==> src/sar_regs.vh <==
// Purpose: Constants for the host-side converter readout controller
// Assumes: 20 MHz clock, period 50 ns
// Notes: Times in ns; cycle counts derived from them
`ifndef SAR_REGS_VH
`define SAR_REGS_VH
`define SAR_CLK_PERIOD_NS 50
// Reacquire time after a read, least time
`define SAR_REACQ_NS 30
// Same time in whole clock cycles, rounded up
`define SAR_REACQ_CYC 1
// Longest done pulse from the converter
`define SAR_DONE_MAX_NS 110
// Start low count for a conversion; outside power-down mode start stays low one cycle more than this
`define SAR_START_LOW_CYC 4
// Read strobe low count; strobe stays low one cycle more than this
`define SAR_READ_LOW_CYC 2
`define SAR_DATA_W 8
`define SAR_CHAN_W 3
`define SAR_FIFO_DEPTH 4
`endif

==> src/sar_fifo.v <==
// Purpose: Small result FIFO between readout and consumer
// Assumes: Single clock, synchronous inputs
// Notes: Width and depth are parameters; depth a power of two
`timescale 1ns/100ps
module sar_fifo #(
  parameter WIDTH = 11,
  parameter DEPTH = 4,
  parameter AW = 2
) (
  input wire clk,
  input wire nrst,
  input wire in_valid,
  output wire in_ready,
  input wire [WIDTH-1:0] in_data,
  output wire out_valid,
  input wire out_ready,
  output wire [WIDTH-1:0] out_data
);
  reg [WIDTH-1:0] mem [0:DEPTH-1];
  reg [AW-1:0] wr_ptr_reg;
  reg [AW-1:0] rd_ptr_reg;
  reg [AW:0] count_reg;
  wire push;
  wire pop;
  assign in_ready = (count_reg != DEPTH[AW:0]);
  assign out_valid = (count_reg != {(AW+1){1'b0}});
  assign push = in_valid && in_ready;
  assign pop = out_valid && out_ready;
  assign out_data = mem[rd_ptr_reg];
  // Storage has no reset; only pointers and fill count need one
  always @(posedge clk)
  begin
    if (push)
      mem[wr_ptr_reg] <= in_data;
  end
  // Pointer and fill count
  always @(posedge clk or negedge nrst)
  begin
    if (!nrst)
    begin
      wr_ptr_reg <= {AW{1'b0}};
      rd_ptr_reg <= {AW{1'b0}};
      count_reg <= {(AW+1){1'b0}};
    end
    else
    begin
      if (push)
        wr_ptr_reg <= wr_ptr_reg + 1'b1;
      if (pop)
        rd_ptr_reg <= rd_ptr_reg + 1'b1;
      if (push && !pop)
        count_reg <= count_reg + 1'b1;
      else if (pop && !push)
        count_reg <= count_reg - 1'b1;
    end
  end
endmodule // sar_fifo

==> src/sar_host_ctrl.v <==
// Purpose: Host controller that starts conversions and reads results
// Assumes: Converter pins synchronous to clk; one clock domain
// Notes: Results with their channel go through a 4-word FIFO
// Notes: One conversion at a time; the next go waits for busy low
// Notes: A refused go leaves every pin at its idle level
`timescale 1ns/100ps
`include "sar_regs.vh"
////////////////////////////////////////////////////////////////////////////
module sar_host_ctrl (
  input wire clk,
  input wire nrst,
  input wire go,
  input wire [2:0] chan,
  input wire power_down_mode,
  output reg busy_reg,
  output reg conversion_start_n,
  output reg device_select_n,
  output reg read_strobe_n,
  output reg [2:0] channel_select_bits,
  input wire conversion_done_n,
  input wire [7:0] data_in,
  output reg res_valid_reg,
  input wire res_ready,
  output reg [7:0] res_data_reg,
  output reg [2:0] res_chan_reg
);
  ////////////////////////////////////////////////////////////////////////
  // Sequencer state codes
  localparam ST_IDLE = 3'd0;
  localparam ST_START = 3'd1;
  localparam ST_WAIT = 3'd2;
  localparam ST_READ = 3'd3;
  localparam ST_REACQ = 3'd4;
  localparam ST_RISE = 3'd5;
  // Pin timing counts in sequencer cycles
  localparam [3:0] START_LOW = 4'd`SAR_START_LOW_CYC;
  localparam [3:0] READ_LOW = 4'd`SAR_READ_LOW_CYC;
  localparam [3:0] REACQ_WAIT = 4'd`SAR_REACQ_CYC;
  // Sequence state and copies of the request
  reg [2:0] state_reg;
  reg [3:0] cnt_reg;
  reg done_d_reg;
  reg [2:0] next_chan_reg;
  reg pd_reg;
  // FIFO and output stage wiring
  wire f_in_ready;
  wire f_out_valid;
  wire [10:0] f_out_data;
  wire out_take;
  wire done_fall;
  wire capture;
  ////////////////////////////////////////////////////////////////////////
  // Edge detect on the done pin, treated as an interrupt edge
  assign done_fall = done_d_reg && !conversion_done_n;
  // Sample only on the last low cycle of a read; the early path enters
  // the read state with the strobe still high and the count at zero
  assign capture = (state_reg == ST_READ) && (cnt_reg == 4'd0) &&
    !read_strobe_n;
  // Output stage takes a word when empty or being emptied
  assign out_take = !res_valid_reg || res_ready;
  ////////////////////////////////////////////////////////////////////////
  // Main sequencer
  always @(posedge clk or negedge nrst)
  begin
    if (!nrst)
    begin
      // Pins idle; done seen high so no false edge after reset
      state_reg <= ST_IDLE;
      cnt_reg <= 4'h0;
      done_d_reg <= 1'b1;
      busy_reg <= 1'b0;
      conversion_start_n <= 1'b1;
      device_select_n <= 1'b1;
      read_strobe_n <= 1'b1;
      channel_select_bits <= 3'h0;
      next_chan_reg <= 3'h0;
      pd_reg <= 1'b0;
    end
    else
    begin
      // Done sampled every cycle for edge detection
      done_d_reg <= conversion_done_n;
      case (state_reg)
        ST_IDLE:
        begin
          // Back-pressure: no new conversion while FIFO is full
          if (go && f_in_ready)
          begin
            busy_reg <= 1'b1;
            // Channel and mode held for the whole sequence
            next_chan_reg <= chan;
            pd_reg <= power_down_mode;
            conversion_start_n <= 1'b0;
            cnt_reg <= START_LOW;
            state_reg <= ST_START;
          end
        end
        ST_START:
        begin
          // Low-power mode keeps start low past the done rise
          if (cnt_reg != 4'd0)
            cnt_reg <= cnt_reg - 1'b1;
          else
          begin
            if (!pd_reg)
              conversion_start_n <= 1'b1;
            state_reg <= ST_WAIT;
          end
          // A short conversion may end while start is still low
          if (done_fall)
            state_reg <= ST_READ;
        end
        ST_WAIT:
        begin
          // Done pulse may last only one 50 ns cycle; edge caught anyway
          if (done_fall)
          begin
            // Select and read drop together; channel rides with them
            // Reading on the done edge is the tied-strobe scheme
            device_select_n <= 1'b0;
            read_strobe_n <= 1'b0;
            channel_select_bits <= next_chan_reg;
            cnt_reg <= READ_LOW;
            state_reg <= ST_READ;
          end
        end
        ST_READ:
        begin
          if (read_strobe_n)
          begin
            // Came from ST_START early; open the strobe now
            device_select_n <= 1'b0;
            read_strobe_n <= 1'b0;
            channel_select_bits <= next_chan_reg;
            cnt_reg <= READ_LOW;
          end
          // Strobe held low for the read width
          else if (cnt_reg != 4'd0)
            cnt_reg <= cnt_reg - 1'b1;
          else
          begin
            // Read rise also cuts a done pulse short
            device_select_n <= 1'b1;
            read_strobe_n <= 1'b1;
            cnt_reg <= REACQ_WAIT;
            state_reg <= ST_REACQ;
          end
        end
        ST_REACQ:
        begin
          // Hold off next start for track-and-hold
          if (cnt_reg != 4'd0)
            cnt_reg <= cnt_reg - 1'b1;
          else
            state_reg <= ST_RISE;
        end
        ST_RISE:
        begin
          // Rising start wakes a powered-down part
          // Busy drops with start, so the next go meets a rested hold
          conversion_start_n <= 1'b1;
          busy_reg <= 1'b0;
          state_reg <= ST_IDLE;
        end
        // Unused codes fall back to idle
        default:
          state_reg <= ST_IDLE;
      endcase
    end
  end
  ////////////////////////////////////////////////////////////////////////
  // Result FIFO; holds data with the channel it was read on
  sar_fifo #(
    .WIDTH(11),
    .DEPTH(`SAR_FIFO_DEPTH),
    .AW(2)
  ) u_fifo (
    .clk(clk),
    .nrst(nrst),
    .in_valid(capture),
    .in_ready(f_in_ready),
    .in_data({channel_select_bits, data_in}),
    .out_valid(f_out_valid),
    .out_ready(out_take),
    .out_data(f_out_data)
  );
  ////////////////////////////////////////////////////////////////////////
  // Output stage registers so ports come from flops
  // out_take keeps this stage and the FIFO pop in step
  always @(posedge clk or negedge nrst)
  begin
    if (!nrst)
    begin
      res_valid_reg <= 1'b0;
      res_data_reg <= 8'h00;
      res_chan_reg <= 3'h0;
    end
    else if (out_take)
    begin
      res_valid_reg <= f_out_valid;
      if (f_out_valid)
      begin
        res_data_reg <= f_out_data[7:0];
        res_chan_reg <= f_out_data[10:8];
      end
    end
  end
endmodule // sar_host_ctrl

==> config.mk <==
export PLATFORM = sky130hd
export DESIGN_NAME = sar_host_ctrl
export DESIGN_NICKNAME = d
export VERILOG_FILES = /design/src/sar_fifo.v /design/src/sar_host_ctrl.v
export VERILOG_INCLUDE_DIRS = /design/src
export SDC_FILE = /design/constraint.sdc
export NUM_CORES = 1
export LEC_CHECK = 0
export CAP_MARGIN = 20
export CORE_ASPECT_RATIO = 0.9
export CORE_MARGIN = 5
export CORE_UTILIZATION = 27
export DETAILED_ROUTE_END_ITERATION = 10
export DONT_BUFFER_PORTS = 1
export PLACE_DENSITY = 0.38
export SLEW_MARGIN = 40
export SYNTH_ARGS = -nofsm -noshare
export SYNTH_HDL_FRONTEND = slang
export SYNTH_HIERARCHICAL = 1
export SYNTH_SLANG_ARGS = --single-unit
==> constraint.sdc <==
create_clock -name clk -period 3.4 [get_ports clk]
set_input_delay 0.34 -clock clk [delete_from_list [all_inputs] [get_ports clk]]
set_output_delay 0.34 -clock clk [all_outputs]
set_load 0.02 [all_outputs]
==> metrics.csv <==
stage;metric;value;unit
run_status;outcome;finished clean;
worst_setup_path;critPathKind;reg2reg;
power;power_density;917;mW/mm²
clock_network;clkSlewWorstSetupHoldPaths;0.06;ns
global_routing;grt_first_pass_wirelength;11.1;mm
clock_network;htreeDepth;3;
placement;portBuffers;0;
sta;rsz0062_at_grt;no;
clock_network;clock_sinks;82;
layout;multiInputGateArea;0.00112;mm²
clock_network;insertion_delay;0.33;ns
drt;drt_first_pass_iters;4;
clock_network;root_buffer;clkbuf_16;
layout;largest_reg_flops;44;
sta;drv_slew;0;
global_routing;antenna_found_initial;0;
synthesis;synthTopCellsByArea;edfxtp_1 (38%), dfrtp_1 (25%), mux4_2 (5.2%), mux2_2 (4.9%), dfstp_2 (3.0%);
drt;drtIter0Drc;54;
sta;setup_tns;0;ns
floorplanning;die_h;117;µm
placement;placed_area;0.00365;mm²
synthesis;yosysSeqAreaShare;65.9;%
clock_network;cts_tree;built;
synthesis;synth_area_per_cell;15.6;µm²
drt;route.detailed.drc;0;
global_routing;grt_util_all_layers;9.66;%
clock_network;cts_resized;0;
synthesis;synth_edf_count;44;
power;clkPwrFrac;26.7;%
layout;final_nets;258;
placement;dp_hpwl;4.55;mm
floorplanning;coreArea;0.0126;mm²
layout;syn_to_final_growth;16.0;%
global_routing;grt.overflow.total;0;
drt;viasPerCell;4.49;
global_routing;grt_pass1_vias;1933;
clock_network;cts_buffers;9;
hold_path;holdCritPathClass;in2reg;
sta;hold_viol;0;
drt;routedWlPerCell;17.1;µm
floorplanning;die_w;129;µm
synthesis;syn_inst;222;
layout;drive_gt1_share;22.7;%
sta;fmax;0.358;GHz
layout;stdcell_area;0.00401;mm²
synthesis;yosys_warnings;6;
floorplanning;initial_utilization;27.4;%
drt;via_count;1804;
floorplanning;num_rows;39;
synthesis;async_reset_ff_share;46.3;%
layout;fin_util;31.7;%
layout;fillers;1231;
power;pwr-share-seq;47.5;%
synthesis;synth_top_area_share;38.2;%
clock_network;cts_max_path_buffers;2;
synthesis;synth_top_cell_by_area;edfxtp_1;
sta;setup_viol;0;
sta;min_period;2.80;ns
drt;wl;6.88;mm
drt;postRouteAntennaNets;0;
power;netSwitchingFraction;33.6;%
power;internal_power;2440;µW
power;p_comb_share;25.9;%
placement;gp_congestion;0.736;
worst_setup_path;worstPathMaxFanout;7;
worst_setup_path;cp_data_arrival_time;3.05;ns
flow_run;drv_cap;0;
sta;max-slew-margin-rel;57.9;%
synthesis;ys_ff_latch;82;
synthesis;ys_types;47;
sta;min_period_over_period;82.3;%
synthesis;syn_area;0.00346;mm²
power;leakagePower;0.00151;µW
power;power;3680;µW
floorplanning;die_area;0.0152;mm²
layout;antenna-diode-count;0;
clock_network;postCtsSetupBuffers;0;
worst_setup_path;cp-end-kind;flop;
power;switchingPower;1230;µW
worst_setup_path;cp-start-kind;flop;
sta;skew;0.00527;ns
floorplanning;io-pin-count;36;
global_routing;grt_max_degree;39;
power;ir_drop;0.372;mV
synthesis;synthesis.nets;247;
sta;tightest_slew;0.632;ns
worst_setup_path;crit_required;3.65;ns
clock_network;hold_buffers;3;
layout;seq_area;0.00228;mm²
synthesis;synth_flop_cell;edfxtp_1;
==> stage by stage <==
step,cells,hold WS [ns],worst slack [ns]
finish,402,0.104,0.603
global route,402,0.0783,0.332
CTS,402,0.0859,0.561
detailed placement,383,0.0455,0.587
global placement,383,0.0456,0.657
floorplan,222,0.0444,0.879
==> cells by family (layout without fill, tap and decap cells) <==
family | Yosys count | count (layout) | share of synthesized area [%]
compound gates | 30 | 30 | 6.04
mux | 28 | 28 | 13.0
simple gates | 51 | 51 | 8.22
flops | 82 | 82 | 65.9
fa+ha+maj | 8 | 8 | 3.11
xor+xnor | 7 | 7 | 1.77
buf+inv | 16 | 32 | 1.99
==> power by group through the flow <==
| stage | Combinational [µW] | Sequential (µW) | Clock, µW |
|---|---|---|---|
| 5_1_grt | 1070 | 1800 | 1070 |
| 4_1_cts | 963 | 1760 | 1020 |
| 3_3_place_gp | 942 | 1790 | 0 |
| 2_1_floorplan | 836 | 1640 | 0 |
| 3_5_place_dp | 942 | 1780 | 0 |
| 6_report | 951 | 1750 | 980 |
==> synthesized netlist by cell type (3+ instances only) <==
| cell | instances |
|---|---|
| edfxtp_1 | 44 |
| and2_1 | 4 |
| inv_1 | 11 |
| nand2_1 | 17 |
| a21oi_1 | 7 |
| xnor2_1 | 5 |
| mux4_1 | 3 |
| clkbuf_1 | 3 |
| ha_1 | 7 |
| o21ai_0 | 7 |
| nor2_1 | 7 |
| dfstp_2 | 4 |
| dfrtp_1 | 34 |
| mux4_2 | 8 |
| nor3_1 | 5 |
| mux2_2 | 15 |
| nand2b_1 | 4 |
==> cells in the final DEF, fill, tap and decap left out, types with 2 or more instances in the layout <==
cell / n
nand3b_1: 2
xor2_1: 2
nand2b_1: 4
dlygate4sd3_1: 2
o22a_1: 2
nand2_1: 17
mux4_2: 8
o21ai_0: 7
xnor2_1: 5
clkinvlp_4: 2
nor2b_1: 2
nor2_1: 7
a21boi_0: 2
and2_1: 4
buf_4: 2
ha_1: 7
or3_1: 2
dfrtp_1: 33
nor3_1: 4
dfstp_2: 4
inv_1: 11
mux2_2: 15
edfxtp_1: 44
a2bb2oi_1: 2
clkbuf_16: 9
mux4_1: 3
a21oi_1: 7
==> worst max-delay path: stages (launching register included) <==
cell	delay, ns
dfrtp_1	0.40
inv_1	0.09
ha_1	0.17
nand4bb_1	0.18
or3_1	0.44
inv_1	0.07
a21boi_2	0.30
ha_1	0.24
inv_1	0.06
fa_1	0.37
xor2_1	0.15
nor2_1	0.11
xor2_1	0.14
==> per-layer routing <==
metal	GRT usage, %	wire [µm]
met3	4.09	440
met1	12.1	2990
met5	0	0
met2	15.4	3380
met4	2.36	66
==> final timing paths <==
path / end / start / slack, ns / cells after the start
worst min register to register: next_chan_reg[1] / next_chan_reg[1] / 0.47 / 2
worst max-delay path: u_fifo/count_reg[2] / cnt_reg[0] / 0.60 / 12
min in group asynchronous: res_data_reg[6] / nrst / 0.51 / 2
worst max register to register: u_fifo/count_reg[2] / cnt_reg[0] / 0.60 / 12
worst min-delay path: u_fifo/mem[1][1] / data_in[1] / 0.10 / 0
max in group asynchronous: read_strobe_n / nrst / 2.62 / 2
==> cell type report <==
cell class,count,share of cell area (%)
sequential,82,56.8
multi-input combinational,124,27.8
clock buffer,11,6.05
tap,164,5.12
clock inverter,5,1.56
timing repair buffer,5,1.56
inverter,11,1.03
No activity file was read; power rests on OpenSTA's default activity.
